## src/core/usir_cfg.svh

```systemverilog
/*
  Offsets, field positions, reset values and timing figures of the serial
  transceiver with infrared pulse coder.
  Assumes a 32-bit APB register bus with 12-bit byte addresses.
*/
`ifndef USIR_CFG_SVH
`define USIR_CFG_SVH

// Register byte offsets
`define USIR_OFF_DATA 12'h000
`define USIR_OFF_STATUS 12'h004
`define USIR_OFF_MASK 12'h008
`define USIR_OFF_CTRL 12'h00c
`define USIR_OFF_BAUD 12'h010
`define USIR_OFF_IRPULSE 12'h014

// Control fields
`define USIR_F_TXEN 0
`define USIR_F_RXEN 1
`define USIR_F_MODE 3:2
`define USIR_F_SIZE 6:4
`define USIR_F_STOP2 7
`define USIR_F_PAR 9:8
`define USIR_F_MPCM 10
`define USIR_F_LSBF 11
`define USIR_F_IREN 12
`define USIR_F_IRSEL 14:13
`define USIR_CTRL_W 15

// Field codes
`define USIR_MODE_ASYNC 2'h0
`define USIR_MODE_SMASTER 2'h1
`define USIR_MODE_SSLAVE 2'h2
`define USIR_MODE_SPI 2'h3
`define USIR_PAR_EVEN 2'h2
`define USIR_PAR_ODD 2'h3
`define USIR_IR_316 2'h0
`define USIR_IR_FIXED 2'h1
`define USIR_IR_BYPASS 2'h2

// Baud fields: integer divisor and sixteenths
`define USIR_F_BINT 11:0
`define USIR_F_BFRAC 15:12

// Status bits, sticky, write one to clear
`define USIR_ST_RXC 0
`define USIR_ST_TXC 1
`define USIR_ST_DRE 2
`define USIR_ST_FERR 3
`define USIR_ST_PERR 4
`define USIR_ST_OVF 5
`define USIR_ST_W 6

// Reset values
`define USIR_CTRL_RST 15'h0000
`define USIR_BAUD_RST 16'h0010
`define USIR_IRPULSE_RST 8'h10
`define USIR_MASK_RST 6'h00

// Samples per asynchronous bit; sampling phases of the majority vote
`define USIR_PH_LAST 3'h7
`define USIR_PH_VOTE 3'h5
`define USIR_IR_LOW_TICKS 4'h8

`endif

```

## src/core/usir_pkg.sv

```systemverilog
/*
  Types of the serial transceiver with infrared pulse coder.
  Assumes usir_cfg.svh for all numeric constants.
*/
`default_nettype none
package usir_pkg;

  // Frame position of the transmitter and the receiver
  typedef enum logic [2:0] {
    usir_idle,
    usir_start,
    usir_data,
    usir_par,
    usir_stop
  } usir_frame_t;

endpackage : usir_pkg
`default_nettype wire

```

## src/core/usir_top.sv

```systemverilog
/*
  Serial transceiver: asynchronous, synchronous master/slave and master SPI
  framing, fractional baud generator, infrared pulse coder, APB registers.
  Assumes pins synchronous to clk, a single clock and an APB master.
*/
`timescale 1ns/100ps
`default_nettype none
`include "usir_cfg.svh"

// What this block does
// - Frames carry five to nine data bits and one or two stop bits.
// - Synchronous serial clock runs at most half the device clock.
// - Asynchronous bit rate is at most one eighth of the clock.
// - Optional odd or even parity is appended and checked on receive.
// - Overrun and framing errors each set their own status flag.
// - Receiver rejects false starts and votes three samples per bit.
// - Transmit complete, data register empty, receive complete interrupts.
// - Multi-processor mode drops data frames until software is addressed.
// - Master SPI mode: double buffered, bit order selectable, up to half clock.
// - Transmit and receive are buffered so frames run back to back.
// - Fractional baud generator allows non-integer division.
// - Synchronous slave shifts on a serial clock driven from outside.
// - Transmit and receive run at the same time, full duplex.
// - Infrared coder: 3/16 bit pulse, 8-bit fixed pulse, or bypass.
// - Infrared coding works up to 115.2 kbit/s.
// - One infrared coder, attached to this transceiver only when enabled.
module usir_top (
  input wire logic clk,
  input wire logic rst_b,
  input wire logic psel,
  input wire logic penable,
  input wire logic pwrite,
  input wire logic [11:0] paddr,
  input wire logic [31:0] pwdata,
  output logic [31:0] prdata,
  output logic pready,
  output logic pslverr,
  output logic txd,
  input wire logic rxd,
  output logic xck_out,
  output logic xck_oe,
  input wire logic xck_in,
  output logic ir_out,
  input wire logic ir_in,
  output logic irq
);

  logic [`USIR_CTRL_W-1:0] ctrl_reg;
  logic [15:0] baud_reg;
  logic [7:0] irpulse_reg;
  logic [`USIR_ST_W-1:0] status_reg, mask_reg, set_vec;
  logic [31:0] prdata_reg, rd_mux;
  logic pready_reg, pslverr_reg, irq_reg, txd_reg, ir_out_reg, xck_reg, xck_out_reg, is_mst_q;
  logic setup, wr, rd, mapped;
  logic [1:0] mode;
  logic is_async, is_spi, is_mst, ir_en, parity_on, odd;
  logic [3:0] nbits, last_idx;
  logic [8:0] dmask;

  // Mode and frame format decode
  assign mode = ctrl_reg[`USIR_F_MODE];
  assign is_async = mode == `USIR_MODE_ASYNC;
  assign is_spi = mode == `USIR_MODE_SPI;
  assign is_mst = mode == `USIR_MODE_SMASTER || is_spi;
  assign ir_en = ctrl_reg[`USIR_F_IREN] && is_async;
  assign parity_on = ctrl_reg[`USIR_F_PAR] == `USIR_PAR_EVEN ||
                     ctrl_reg[`USIR_F_PAR] == `USIR_PAR_ODD;
  assign odd = ctrl_reg[`USIR_F_PAR] == `USIR_PAR_ODD;
  assign nbits = is_spi ? 4'h8 : (ctrl_reg[`USIR_F_SIZE] > 3'h4) ? 4'h9 :
                 {1'b0, ctrl_reg[`USIR_F_SIZE]} + 4'h5;
  assign last_idx = nbits - 4'h1;
  assign dmask = 9'h1ff >> (4'h9 - nbits);

  // APB decode: answer in the access cycle that follows setup
  assign setup = psel && !penable;
  assign wr = psel && penable && pready_reg && pwrite;
  assign rd = psel && penable && pready_reg && !pwrite;
  assign mapped = paddr == `USIR_OFF_DATA || paddr == `USIR_OFF_STATUS ||
                  paddr == `USIR_OFF_MASK || paddr == `USIR_OFF_CTRL ||
                  paddr == `USIR_OFF_BAUD || paddr == `USIR_OFF_IRPULSE;

  // Fractional baud generator
  logic [11:0] brg_cnt, div_m1;
  logic [3:0] brg_acc;
  logic [4:0] acc_sum;
  logic brg_tick;
  assign div_m1 = (baud_reg[`USIR_F_BINT] == 12'h000) ? 12'h000 :
                  baud_reg[`USIR_F_BINT] - 12'h001;
  assign acc_sum = {1'b0, brg_acc} + {1'b0, baud_reg[`USIR_F_BFRAC]};
  always_ff @(posedge clk or negedge rst_b) begin
    if (!rst_b) begin
      brg_cnt <= 12'h000;
      brg_acc <= 4'h0;
      brg_tick <= 1'b0;
    end else if (brg_cnt == 12'h000) begin
      brg_tick <= 1'b1;
      brg_acc <= acc_sum[3:0];
      brg_cnt <= div_m1 + {11'h000, acc_sum[4]};
    end else begin
      brg_tick <= 1'b0;
      brg_cnt <= brg_cnt - 12'h001;
    end
  end

  // Transmitter state
  usir_pkg::usir_frame_t tx_state;
  logic [8:0] tx_buf, tx_sh;
  logic tx_full, tx_stop2nd;
  logic [3:0] tx_idx, tx_pos;
  logic [2:0] tx_ph;
  logic tx_step, tx_load, tx_end, line_val;
  logic xck_q, rise_m, fall_m, rise_d1, rise_d2, sync_rise, sync_fall, xck_run;

  // Serial clock: master toggles on baud ticks, slave edges from the pin
  assign xck_run = mode == `USIR_MODE_SMASTER || (is_spi && tx_state != usir_pkg::usir_idle);
  assign rise_m = brg_tick && xck_run && !xck_reg;
  assign fall_m = brg_tick && xck_reg;
  assign sync_rise = (mode == `USIR_MODE_SSLAVE) ? (xck_in && !xck_q) : rise_d2;
  assign sync_fall = (mode == `USIR_MODE_SSLAVE) ? (!xck_in && xck_q) : fall_m;
  always_ff @(posedge clk or negedge rst_b) begin
    if (!rst_b) begin
      xck_reg <= 1'b0;
      xck_out_reg <= 1'b0;
      xck_q <= 1'b0;
      rise_d1 <= 1'b0;
      rise_d2 <= 1'b0;
    end else begin
      xck_reg <= is_mst && (rise_m || (xck_reg && !fall_m));
      xck_out_reg <= xck_reg;
      xck_q <= xck_in;
      rise_d1 <= rise_m && is_mst;
      rise_d2 <= rise_d1;
    end
  end

  assign tx_step = is_async ? (brg_tick && tx_ph == `USIR_PH_LAST) : sync_fall;
  assign tx_end = tx_step && ((tx_state == usir_pkg::usir_stop &&
                  (tx_stop2nd || !ctrl_reg[`USIR_F_STOP2])) ||
                  (is_spi && tx_state == usir_pkg::usir_data && tx_idx == last_idx));
  assign tx_load = tx_full && ctrl_reg[`USIR_F_TXEN] &&
                   (tx_state == usir_pkg::usir_idle || tx_end);
  assign tx_pos = (is_spi && !ctrl_reg[`USIR_F_LSBF]) ? last_idx - tx_idx : tx_idx;

  // Line value of the current bit cell
  always_comb begin
    case (tx_state)
      usir_pkg::usir_idle: line_val = 1'b1;
      usir_pkg::usir_start: line_val = 1'b0;
      usir_pkg::usir_data: line_val = tx_sh[tx_pos];
      usir_pkg::usir_par: line_val = ^(tx_sh & dmask) ^ odd;
      usir_pkg::usir_stop: line_val = 1'b1;
      default: line_val = 1'b1;
    endcase
  end

  // Transmit buffer and shifter sequence
  always_ff @(posedge clk or negedge rst_b) begin
    if (!rst_b) begin
      tx_state <= usir_pkg::usir_idle;
      tx_buf <= 9'h000;
      tx_sh <= 9'h000;
      tx_full <= 1'b0;
      tx_idx <= 4'h0;
      tx_ph <= 3'h0;
      tx_stop2nd <= 1'b0;
    end else begin
      if (wr && paddr == `USIR_OFF_DATA && (!tx_full || tx_load)) begin
        tx_buf <= pwdata[8:0];
        tx_full <= 1'b1;
      end else if (tx_load) begin
        tx_full <= 1'b0;
      end
      if (brg_tick) begin
        tx_ph <= tx_ph + 3'h1;
      end
      if (tx_load) begin
        tx_sh <= tx_buf;
        tx_idx <= 4'h0;
        tx_ph <= 3'h0;
        tx_stop2nd <= 1'b0;
        tx_state <= is_spi ? usir_pkg::usir_data : usir_pkg::usir_start;
      end else if (tx_end) begin
        tx_state <= usir_pkg::usir_idle;
      end else if (tx_step) begin
        case (tx_state)
          usir_pkg::usir_start: tx_state <= usir_pkg::usir_data;
          usir_pkg::usir_data: begin
            tx_idx <= tx_idx + 4'h1;
            if (tx_idx == last_idx) begin
              tx_state <= parity_on ? usir_pkg::usir_par : usir_pkg::usir_stop;
            end
          end
          usir_pkg::usir_par: tx_state <= usir_pkg::usir_stop;
          usir_pkg::usir_stop: tx_stop2nd <= 1'b1;
          default: tx_state <= usir_pkg::usir_idle;
        endcase
      end
    end
  end

  // Infrared pulse coder, attached only when enabled
  logic [13:0] ir_cnt, ir_len;
  logic ir_trig, ir_q1, ir_q2, ir_pulse;
  logic [3:0] ir_lo_cnt;
  assign ir_len = (ctrl_reg[`USIR_F_IRSEL] == `USIR_IR_FIXED) ?
                  ((irpulse_reg == 8'h00) ? 14'h0001 : {6'h00, irpulse_reg}) :
                  ((baud_reg[`USIR_F_BINT] < 12'h002) ? 14'h0001 :
                   14'((baud_reg[`USIR_F_BINT] * 3) >> 1));
  assign ir_trig = ir_en && brg_tick && tx_ph == 3'h0 && !line_val &&
                   tx_state != usir_pkg::usir_idle;
  assign ir_pulse = ir_in && ir_q1 && !ir_q2; // Pulses shorter than two cycles dropped
  always_ff @(posedge clk or negedge rst_b) begin
    if (!rst_b) begin
      ir_cnt <= 14'h0000;
      ir_q1 <= 1'b0;
      ir_q2 <= 1'b0;
      ir_lo_cnt <= 4'h0;
    end else begin
      ir_q1 <= ir_in;
      ir_q2 <= ir_q1;
      if (ir_trig) begin
        ir_cnt <= ir_len;
      end else if (ir_cnt != 14'h0000) begin
        ir_cnt <= ir_cnt - 14'h0001;
      end
      if (ir_pulse) begin
        ir_lo_cnt <= `USIR_IR_LOW_TICKS;
      end else if (brg_tick && ir_lo_cnt != 4'h0) begin
        ir_lo_cnt <= ir_lo_cnt - 4'h1;
      end
    end
  end

  // Receiver: majority vote, false start rejection, frame assembly
  usir_pkg::usir_frame_t rx_state;
  logic [8:0] rx_sh, rx_sh_next, rx_buf;
  logic [3:0] rx_idx, rx_pos;
  logic [2:0] rx_ph;
  logic [1:0] rx_votes;
  logic rx_q, rx_line, rx_bit, rx_sample, rx_cap, rx_done, rx_ferr, rx_perr_pend;
  logic rx_full, rx_perr_now, rx_keep, pop;
  assign rx_line = ir_en ? (ir_lo_cnt == 4'h0) : rxd;
  assign rx_sample = is_async ? (brg_tick && rx_ph == `USIR_PH_VOTE) : sync_rise;
  assign rx_bit = is_async ? ((rx_votes[1] & rx_votes[0]) | (rx_votes[1] & rx_q) |
                  (rx_votes[0] & rx_q)) : rx_q;
  assign rx_cap = rx_sample && ctrl_reg[`USIR_F_RXEN] && (rx_state == usir_pkg::usir_data ||
                  (rx_state == usir_pkg::usir_idle && is_spi));
  assign rx_pos = (is_spi && !ctrl_reg[`USIR_F_LSBF]) ? last_idx - rx_idx : rx_idx;
  assign rx_done = (rx_cap && is_spi && rx_idx == last_idx) ||
                   (rx_sample && rx_state == usir_pkg::usir_stop);
  assign rx_ferr = rx_state == usir_pkg::usir_stop && !rx_bit;
  assign rx_keep = !ctrl_reg[`USIR_F_MPCM] || rx_sh_next[last_idx];
  assign pop = rd && paddr == `USIR_OFF_DATA;
  assign rx_perr_now = rx_perr_pend && rx_state == usir_pkg::usir_stop;
  always_comb begin
    rx_sh_next = rx_sh;
    if (rx_cap) begin
      rx_sh_next[rx_pos] = rx_bit;
    end
  end

  // Receive sequence
  always_ff @(posedge clk or negedge rst_b) begin
    if (!rst_b) begin
      rx_state <= usir_pkg::usir_idle;
      rx_q <= 1'b1;
      rx_votes <= 2'h3;
      rx_ph <= 3'h0;
      rx_idx <= 4'h0;
      rx_sh <= 9'h000;
      rx_perr_pend <= 1'b0;
    end else begin
      rx_q <= rx_line;
      if (brg_tick && rx_ph < `USIR_PH_VOTE) begin
        rx_votes <= {rx_votes[0], rx_q};
      end
      if (brg_tick) begin
        rx_ph <= rx_ph + 3'h1;
      end
      rx_sh <= rx_sh_next;
      if (!ctrl_reg[`USIR_F_RXEN]) begin
        rx_state <= usir_pkg::usir_idle;
        rx_idx <= 4'h0;
      end else if (rx_done) begin
        rx_state <= usir_pkg::usir_idle;
        rx_idx <= 4'h0;
      end else if (rx_state == usir_pkg::usir_idle && is_async && !rx_q) begin
        rx_state <= usir_pkg::usir_start;
        rx_ph <= 3'h0;
      end else if (rx_cap) begin
        rx_idx <= rx_idx + 4'h1;
        rx_state <= usir_pkg::usir_data;
        if (rx_idx == last_idx) begin
          rx_state <= parity_on ? usir_pkg::usir_par : usir_pkg::usir_stop;
        end
      end else if (rx_sample) begin
        case (rx_state)
          usir_pkg::usir_idle: if (!rx_bit) rx_state <= usir_pkg::usir_data;
          usir_pkg::usir_start: begin
            rx_state <= rx_bit ? usir_pkg::usir_idle : usir_pkg::usir_data;
          end
          usir_pkg::usir_par: begin
            rx_perr_pend <= ^(rx_sh & dmask) ^ odd ^ rx_bit;
            rx_state <= usir_pkg::usir_stop;
          end
          default: rx_state <= rx_state;
        endcase
      end
      if (rx_state == usir_pkg::usir_idle) begin
        rx_perr_pend <= 1'b0;
      end
    end
  end

  // Receive buffer; a completed frame wins over a read in the same cycle
  always_ff @(posedge clk or negedge rst_b) begin
    if (!rst_b) begin
      rx_buf <= 9'h000;
      rx_full <= 1'b0;
    end else if (rx_done && rx_keep && (!rx_full || pop)) begin
      rx_buf <= rx_sh_next & dmask;
      rx_full <= 1'b1;
    end else if (pop) begin
      rx_full <= 1'b0;
    end
  end

  // Event vector for the sticky status bits
  always_comb begin
    set_vec = '0;
    set_vec[`USIR_ST_RXC] = rx_done && rx_keep && (!rx_full || pop);
    set_vec[`USIR_ST_TXC] = tx_end && !tx_full;
    set_vec[`USIR_ST_DRE] = tx_load;
    set_vec[`USIR_ST_FERR] = set_vec[`USIR_ST_RXC] && rx_ferr;
    set_vec[`USIR_ST_PERR] = set_vec[`USIR_ST_RXC] && rx_perr_now;
    set_vec[`USIR_ST_OVF] = rx_done && rx_keep && rx_full && !pop;
  end

  // Read data multiplexer
  always_comb begin
    rd_mux = 32'h0000_0000;
    case (paddr)
      `USIR_OFF_DATA: rd_mux[8:0] = rx_buf;
      `USIR_OFF_STATUS: rd_mux[10:0] = {tx_state != usir_pkg::usir_idle, !tx_full,
                                       rx_full, 2'h0, status_reg};
      `USIR_OFF_MASK: rd_mux[`USIR_ST_W-1:0] = mask_reg;
      `USIR_OFF_CTRL: rd_mux[`USIR_CTRL_W-1:0] = ctrl_reg;
      `USIR_OFF_BAUD: rd_mux[15:0] = baud_reg;
      `USIR_OFF_IRPULSE: rd_mux[7:0] = irpulse_reg;
      default: rd_mux = 32'h0000_0000;
    endcase
  end

  // Register writes and bus answer
  always_ff @(posedge clk or negedge rst_b) begin
    if (!rst_b) begin
      ctrl_reg <= `USIR_CTRL_RST;
      baud_reg <= `USIR_BAUD_RST;
      irpulse_reg <= `USIR_IRPULSE_RST;
      mask_reg <= `USIR_MASK_RST;
      status_reg <= '0;
      prdata_reg <= 32'h0000_0000;
      pready_reg <= 1'b0;
      pslverr_reg <= 1'b0;
    end else begin
      pready_reg <= setup;
      pslverr_reg <= setup && !mapped;
      if (setup) begin
        prdata_reg <= pwrite ? 32'h0000_0000 : rd_mux;
      end
      if (wr && paddr == `USIR_OFF_CTRL) ctrl_reg <= pwdata[`USIR_CTRL_W-1:0];
      if (wr && paddr == `USIR_OFF_BAUD) baud_reg <= pwdata[15:0];
      if (wr && paddr == `USIR_OFF_IRPULSE) irpulse_reg <= pwdata[7:0];
      if (wr && paddr == `USIR_OFF_MASK) mask_reg <= pwdata[`USIR_ST_W-1:0];
      status_reg <= (status_reg & ~((wr && paddr == `USIR_OFF_STATUS) ?
                    pwdata[`USIR_ST_W-1:0] : '0)) | set_vec;
    end
  end

  // Pin and interrupt outputs
  always_ff @(posedge clk or negedge rst_b) begin
    if (!rst_b) begin
      txd_reg <= 1'b1;
      ir_out_reg <= 1'b0;
      irq_reg <= 1'b0;
    end else begin
      txd_reg <= ir_en ? 1'b1 : line_val;
      ir_out_reg <= ir_en && ((ctrl_reg[`USIR_F_IRSEL] == `USIR_IR_BYPASS) ? !line_val :
                    (ir_trig || ir_cnt > 14'h0001));
      irq_reg <= |(status_reg & mask_reg);
    end
  end

  assign prdata = prdata_reg;
  assign pready = pready_reg;
  assign pslverr = pslverr_reg;
  assign txd = txd_reg;
  assign xck_out = xck_out_reg;
  assign xck_oe = is_mst_q;
  assign ir_out = ir_out_reg;
  assign irq = irq_reg;

  // Drive enable of the serial clock pin
  always_ff @(posedge clk or negedge rst_b) begin
    if (!rst_b) is_mst_q <= 1'b0;
    else is_mst_q <= is_mst;
  end
endmodule : usir_top
`default_nettype wire

```

## config.mk

```make
export PLATFORM = sky130hd
export DESIGN_NAME = usir_top
export DESIGN_NICKNAME = d
export VERILOG_FILES = /design/src/core/usir_pkg.sv /design/src/core/usir_top.sv
export VERILOG_INCLUDE_DIRS = /design/src /design/src/core
export SDC_FILE = /design/constraint.sdc
export NUM_CORES = 1
export LEC_CHECK = 0
export BUFFER_PORTS_ARGS = -buffer_cell sky130_fd_sc_hd__buf_2
export CAP_MARGIN = 20
export CELL_PAD_IN_SITES_DETAIL_PLACEMENT = 0
export CELL_PAD_IN_SITES_GLOBAL_PLACEMENT = 1
export CORE_MARGIN = 10
export CORE_UTILIZATION = 43
export DETAILED_ROUTE_END_ITERATION = 10
export PLACE_DENSITY = 0.89
export SYNTH_ARGS = -nofsm -noshare
export SYNTH_HDL_FRONTEND = slang
export SYNTH_SLANG_ARGS = --single-unit
export TNS_END_PERCENT = 50
```

## constraint.sdc

```tcl
create_clock -name clk -period 4.7 [get_ports clk]
set_input_delay 0.47 -clock clk [delete_from_list [all_inputs] [get_ports clk]]
set_output_delay 0.47 -clock clk [all_outputs]
set_load 0.03 [all_outputs]
```

Word level (Yosys, flattened, before mapping)
Index checks and enable logic that the tools add are counted.
{"block": "op_classes", "shift": 1, "div": 0, "mul": 1, "mux": 84, "add_sub_neg": 15, "bitwise": 15, "n_eq_ne": 35, "reduce_logical": 128, "order_cmp": 8}
{"cell": "$logic_and 1x1->1", "n": 60}
{"cell": "$mux 4", "n": 14}
{"cell": "$mux 3", "n": 18}
{"cell": "$logic_not 12->1", "n": 3}
{"cell": "$pmux 6 s6", "n": 1}
{"cell": "$mux 1", "n": 28}
{"cell": "$mux 14", "n": 2}
{"cell": "$and 9x9->9", "n": 3}
{"cell": "$mux 13", "n": 2}
{"cell": "$eq 12x4->1 const B", "n": 2}
{"cell": "$eq 12x5->1 const B", "n": 2}
{"cell": "$mux 12", "n": 2}
{"cell": "$sub 12x1->12 const B", "n": 2}
{"cell": "$reduce_bool 2->1", "n": 11}
{"cell": "$logic_or 1x1->1", "n": 18}
{"cell": "$reduce_xor 9->1", "n": 2}
{"cell": "$logic_not 1->1", "n": 17}
{"cell": "$mux 16", "n": 1}
{"cell": "$lt 4x5->1 const B", "n": 3}
{"cell": "$gt 14x1->1 const B", "n": 1}
{"cell": "$mul 12x2->14 const B", "n": 1}
{"cell": "$reduce_bool 14->1", "n": 1}
{"cell": "$sub 14x1->14 const B", "n": 1}
{"cell": "$add 12x1->12", "n": 1}
{"cell": "57 further kinds", "n": 91}
{"block": "totals", "latchBits": 0, "out_inout_bits": 39, "inputBits": 52, "ff_bits": 194, "romBits": 0, "elab_cells": 327, "ramBits": 0, "n_memories": 0}

Depth between registers and ports, before layout
{"block": "logic_depth", "word_depth": 19, "ltp_mapped": 19, "depth_no_buf": 18}

Worst setup path before layout
Ideal clock, no wire load.
{"block": "synth_timing", "path_kind": "flip-flop to flip-flop", "startpoint": "reg ctrl_reg[4]", "endpoint": "reg rx_buf[2]", "required_time_ns": 4.575, "setup_ns": 0.125, "synth_period_minus_slack_ns": 4.841, "path_stages_with_launch": 20, "n_path_buf": 1, "setup_slack_ns": -0.141, "arrival_time_ns": 4.716, "path_cell_list": "dfrtp_1 > inv_1 > ha_1 > nand2b_1 > a21oi_1 > inv_1 > ha_1 > xor2_1 > inv_1 > ha_1 > nand3b_1 > and3_4 > or4_4 > a2111oi_4 > mux2_4 > o221ai_2 > a211oi_2 > o211ai_2 > buf_6 > mux2_4"}
{"block": "synth_between", "elab_chain_len": 17, "elab_cells_between_ends": 25, "cone_classes": "4 x add/sub; 3 x order compare; 1 x eq/ne; 1 x shift; 9 x mux; 1 x bitwise; 6 x reduce/logical"}
{"item": "start: declaration", "line": "usir_top.sv:48", "rtl": "logic [`USIR_CTRL_W-1:0] ctrl_reg;"}
{"item": "start signal: assignment", "line": "usir_top.sv:357", "rtl": "ctrl_reg <= `USIR_CTRL_RST;"}
{"item": "start signal: assignment", "line": "usir_top.sv:371", "rtl": "if (wr && paddr == `USIR_OFF_CTRL) ctrl_reg <= pwdata[`USIR_CTRL_W-1:0];"}
{"item": "$add 3x3->4 or $gt 3x3->1 (tied branches)", "line": "usir_top.sv:70, usir_top.sv:69"}
{"item": "$mux 4 * (2 in a row)", "line": "usir_top.sv:69", "rtl": "assign nbits = is_spi ? 4'h8 : (ctrl_reg[`USIR_F_SIZE] > 3'h4) ? 4'h9 :"}
{"item": "$sub 4x1->4 *", "line": "usir_top.sv:71", "rtl": "assign last_idx = nbits - 4'h1;"}
{"item": "$sub 4x4->4 *", "line": "usir_top.sv:248", "rtl": "assign rx_pos = (is_spi && !ctrl_reg[`USIR_F_LSBF]) ? last_idx - rx_idx : rx_idx;"}
{"item": "$mux 4 *", "line": "usir_top.sv:248"}
{"item": "$lt 4x5->1 (not written as such) or $ge 4x1->1 (tied branches)", "line": "usir_top.sv:258", "rtl": "rx_sh_next[rx_pos] = rx_bit;"}
{"item": "$logic_and 1x1->1 (not written as such)", "line": "usir_top.sv:258"}
{"item": "$mux 1 (not written as such)", "line": "usir_top.sv:258"}
{"item": "$demux 1 s4 *", "line": "usir_top.sv:258"}
{"item": "$bwmux 9 *", "line": "usir_top.sv:258"}
{"item": "$mux 9 *", "line": "usir_top.sv:257", "rtl": "if (rx_cap) begin"}
{"item": "via rx_sh_next[6]", "line": "usir_top.sv:236", "rtl": "logic [8:0] rx_sh, rx_sh_next, rx_buf;"}
{"item": "$bmux 1 s4 *", "line": "usir_top.sv:252", "rtl": "assign rx_keep = !ctrl_reg[`USIR_F_MPCM] || rx_sh_next[last_idx];"}
{"item": "$mux 1 (not written as such) *", "line": "usir_top.sv:252"}
{"item": "$logic_or 1x1->1 *", "line": "usir_top.sv:252"}
{"item": "$logic_and 1x1->1 * (2 in a row)", "line": "usir_top.sv:320", "rtl": "end else if (rx_done && rx_keep && (!rx_full || pop)) begin"}
{"item": "end signal: assignment", "line": "usir_top.sv:321", "rtl": "rx_buf <= rx_sh_next & dmask;"}
{"item": "end: declaration", "line": "usir_top.sv:236"}
Mark *: on every way through the listed nets, which the timed path passes. The rest lies on a longest branch. The select of a mux whose other input is x is not followed.
A chain may end at the register's enable or synchronous reset.

Worst setup path after layout
{"block": "layout_timing", "startpoint": "reg ctrl_reg[4]", "endpoint": "reg rx_buf[0]"}
Same word-level chain as after synthesis.

==> summary.txt <==
Outcome
  – Status: finished clean

Placed design
  – Dpl hpwl: 21.9 mm
  – DP Cell Count: 1498
  – GP Congestion: 0.923
  – Buffers on Ports: 58

Critical path
  – CP endpoint kind: flop
  – FF-to-FF path depth: 19
  – Delay-heaviest family, CP: compound AO/OA/AOI/OAI gates
  – Slowest-stage cell, CP: or4_4
  – Crit path buf inv count: 4
  – Startpoint types: flop
  – CP Capture Point: rx_buf[0]$_DFFE_PN0P_
  – Worst-path cell chain: inv_1, ha_2, nand2b_4, a21oi_4, inv_2, ha_1, xor2_1, inv_1, ha_4, nand3b_1, and3_4, or4_4, a2111oi_4, mux2_4, o221ai_2, a211oi_2, o211ai_2, buf_6, mux2_1
  – Crit-path max FO: 5
  – R2r endpoint: rx_buf[0]$_DFFE_PN0P_
  – Flop-to-flop setup slack: 0.21 ns
  – Required time worst endpoint: 5.01 ns
  – Crit. Startpoint: ctrl_reg[4]$_DFFE_PN0P_
  – Worst path most repeated cell: inv_1
  – FF-to-FF Start: ctrl_reg[4]$_DFFE_PN0P_
  – Critical Setup Path Class: reg -> reg
  – CP Data Arrival Time: 4.80 ns
  – Critical path's largest stage delay: 0.53 ns
  – Crit path depth: 19

Drt
  – DRT antenna net count: 0
  – WL per Instance: 18.9 µm
  – First-pass DRT Iterations: 5
  – DRC: 0
  – Routed wire length: 29.1 mm
  – Via density: 5.57
  – Initial DRC count: 627
  – DR vias: 8548

Floorplanning
  – CORE AREA: 25100 µm²
  – Total die area: 32300 µm²
  – Number of placed I/O pins: 91
  – Row count: 58
  – Starting Density: 43.6%
  – Die height: 180 µm
  – Die span in x: 180 µm

Layout
  – Share of cells above drive strength 1: 19.7%
  – Fillers: 2331
  – # diodes: 0
  – Area added between synthesis and finish: 13.4%
  – Post-layout nets: 1306
  – Final non-filler cell total: 1535

Power and ir drop
  – Int Power: 2.42 mW
  – Comb pwr share: 3.6%
  – Sequential power share: 48.5%
  – PwrDens: 255 nW/µm²
  – LEAKAGE: 5.81 nW
  – Clk pwr share: 47.9%
  – Power Total: 3.17 mW
  – P_sw: 755 µW
  – Peak supply drop: 0.210 mV
  – Switch share: 23.8%

Logic synthesis
  – Sequential area share after synthesis: 40.7%
  – Yosys top cell by area: dfrtp_1
  – Synth Area in XOR/XNOR: 6.87%
  – Synthesized flop and latch total: 178
  – Mux cell area share after synthesis: 12.9%
  – Leading post-synthesis cells by cell area: dfrtp_1, ha_1, mux2_2, xnor2_1, nand2_1
  – Synth Area in Simple Gates: 15.2%
  – Predominant post-synthesis flop cell: dfrtp_1
  – Cell Area, Synth: 11000 µm²
  – Cell count after synthesis: 1120
  – Async set-reset flop share out of synthesis: 100%
  – Main combinational cell family by area after synthesis: simple AND/OR/NAND/NOR gates
  – Yosys Warn Count: 0
  – Complex-gate fraction of the synthesized area: 12.2%
  – Syn Area/Cell: 9.79 µm²
  – Area fraction of the dominant cell type after synthesis: 39.3%
  – Number of flops mapped to enable cells by yosys: 0
  – Distinct cells, synth: 74
  – Adder-cell area share of the yosys netlist: 7.35%

GRT
  – Met3 Use GR: 3.94%
  – Vias in the first global route: 8249
  – First-pass GRT wire length: 45.9 mm
  – Met2 Usage GRT: 27.2%
  – GR peak layer: met2
  – Global route total overflow: 0
  – Initial antenna violation count: 0
  – Grt met1 use: 23.5%
  – Largest net degree at the start of global routing: 112
  – Global Route Usage Sum: 17.4%

CTS
  – Later-pin clock latency in the skew report: 0.43 ns
  – CTS Root Cell: clkbuf_16
  – Clock buffer depth: 2
  – Clock-pin slew on the worst setup and hold paths: 0.07 ns
  – Sinks on Clock Net: 178
  – CTS buffer count: 17
  – CTS tree: done
  – H-Tree Depth: 4

Timing
  – Hold WS: 0.163 ns
  – Fmax: 223 MHz
  – Final setup violation count: 0
  – Clock Skew: 0.00933 ns
  – Tcrit/Tclk final: 95.4%
  – Setup TNS: 0 ns
  – Max-slew headroom: 35.2%
  – Final Hold Fails: 0
  – Tightest Pin Transition: 0.972 ns
  – Crit path time final: 4.49 ns
  – Slew Limit Fails: 0
  – Unrepaired setup endpoints after global routing: no

Flow run
  – Max_cap viols: 0

Hold path
  – Hold Path Class: in -> reg
==> cells in the final DEF (no fill, tap or decap), types with 18 or more instances in the layout <==
master and instances:
xor2_1 31, nand3_1 29, mux2_2 63, mux2i_1 44, buf_4 34, nand2_1 128, nor3_1 26, buf_2 57
inv_1 56, a21oi_1 30, xnor2_1 55, nor2_1 82, o21ai_0 73, ha_1 56, a22oi_1 18, dfrtp_1 171
==> final cells by class <==
| type | count | area, µm² | area share (%) |
|---|---|---|---|
| repair buffers | 96 | 612 | 4.92 |
| multi-input cells | 842 | 6100 | 49.1 |
| inverters | 57 | 214 | 1.72 |
| well taps | 330 | 413 | 3.32 |
| clock buffers | 17 | 425 | 3.42 |
| flip-flops and latches | 178 | 4460 | 35.9 |
| clock inverters | 15 | 198 | 1.59 |
==> worst register-to-register path, cell delays in order (launching register included) <==
cell,delay (ns)
dfrtp_2,0.35
inv_1,0.04
ha_2,0.20
nand2b_4,0.16
a21oi_4,0.17
inv_2,0.08
ha_1,0.21
xor2_1,0.18
inv_1,0.11
ha_4,0.31
nand3b_1,0.10
and3_4,0.17
or4_4,0.53
a2111oi_4,0.40
mux2_4,0.35
o221ai_2,0.19
a211oi_2,0.08
o211ai_2,0.24
buf_6,0.17
mux2_1,0.33
==> layer usage <==
metal	share of wire, %	routed length [µm]	vias up
met2	46	13200	253
met1	46	13400	4212
met3	6.1	1780	45
met4	2.1	607	0
met5	0	0	-
li1	-	-	4038
==> power by group through the flow <==
stage               logic [mW]  clock network [mW]  registers, mW
floorplan               0.0533                   0           1.57
global placement         0.111                   0           1.57
detailed placement       0.113                   0           1.57
CTS                      0.113                1.54           1.54
global route             0.128                1.60           1.54
finish                   0.115                1.52           1.54
==> worst min path at each step <==
stage | from | cells after the start | to
floorplan | rst_b | 0 | baud_reg[0]$_DFFE_PN0P_
global placement | rise_d1$_DFF_PN0_ | 0 | rise_d2$_DFF_PN0_
detailed placement | rise_d1$_DFF_PN0_ | 0 | rise_d2$_DFF_PN0_
CTS | ir_in | 1 | ir_q1$_DFF_PN0_
global route | ir_in | 1 | ir_q1$_DFF_PN0_
finish | ir_in | 1 | ir_q1$_DFF_PN0_
==> Yosys cell counts (4+ instances only) <==
cell type / count
dfrtp_1: 172
fa_1: 4
o21ai_1: 4
or3_1: 5
nor2b_1: 15
nand3b_1: 6
nand3_1: 30
nor3_1: 28
o41ai_1: 4
o22ai_1: 4
a221oi_1: 4
a22oi_1: 18
a31oi_1: 10
nand2_1: 128
nor2_1: 82
ha_1: 58
xnor2_1: 55
mux2_2: 63
buf_4: 18
and2_1: 5
nand2b_1: 14
nand4_1: 8
mux2_4: 7
a21oi_1: 32
a211oi_1: 4
or4_1: 4
buf_2: 4
a21boi_0: 4
a21o_1: 5
o21bai_1: 4
mux4_2: 6
dfstp_2: 6
clkbuf_1: 32
nor4_1: 10
mux2i_1: 44
inv_1: 57
xor2_1: 31
o21ai_0: 74
==> logic make-up (layout without fill, tap and decap cells) <==
group	Yosys count	in the layout
AO/OA/AOI/OAI	201	201
multiplexers	122	122
flip-flops	178	178
adder cells (fa/ha/maj)	62	62
XOR/XNOR	86	86
buffers and inverters	115	185
other	1	16
AND/OR/NAND/NOR	355	355
==> per-stage QoR <==
stage          worst slack (ns)  instance area (µm²)  utilization (%)
2_1_floorplan            0.0491                11000                -
6_report                  0.214                12400             49.5
4_1_cts                  0.0545                12300             49.0
5_1_grt                  0.0325                12400             49.5
3_3_place_gp              0.183                11700             46.6
3_5_place_dp              0.108                11700             46.6
==> timing repair <==
| action | 4_1_cts | 5_1_grt |
|---|---|---|
| hold buffers | 0 | 1 |
| hold endpoints to repair | 0 | 28 |
| setup endpoints to repair | 0 | 11 |
| resized for setup | 0 | 14 |
| setup buffers | 0 | 1 |
No activity file was read; power rests on OpenSTA's default activity.
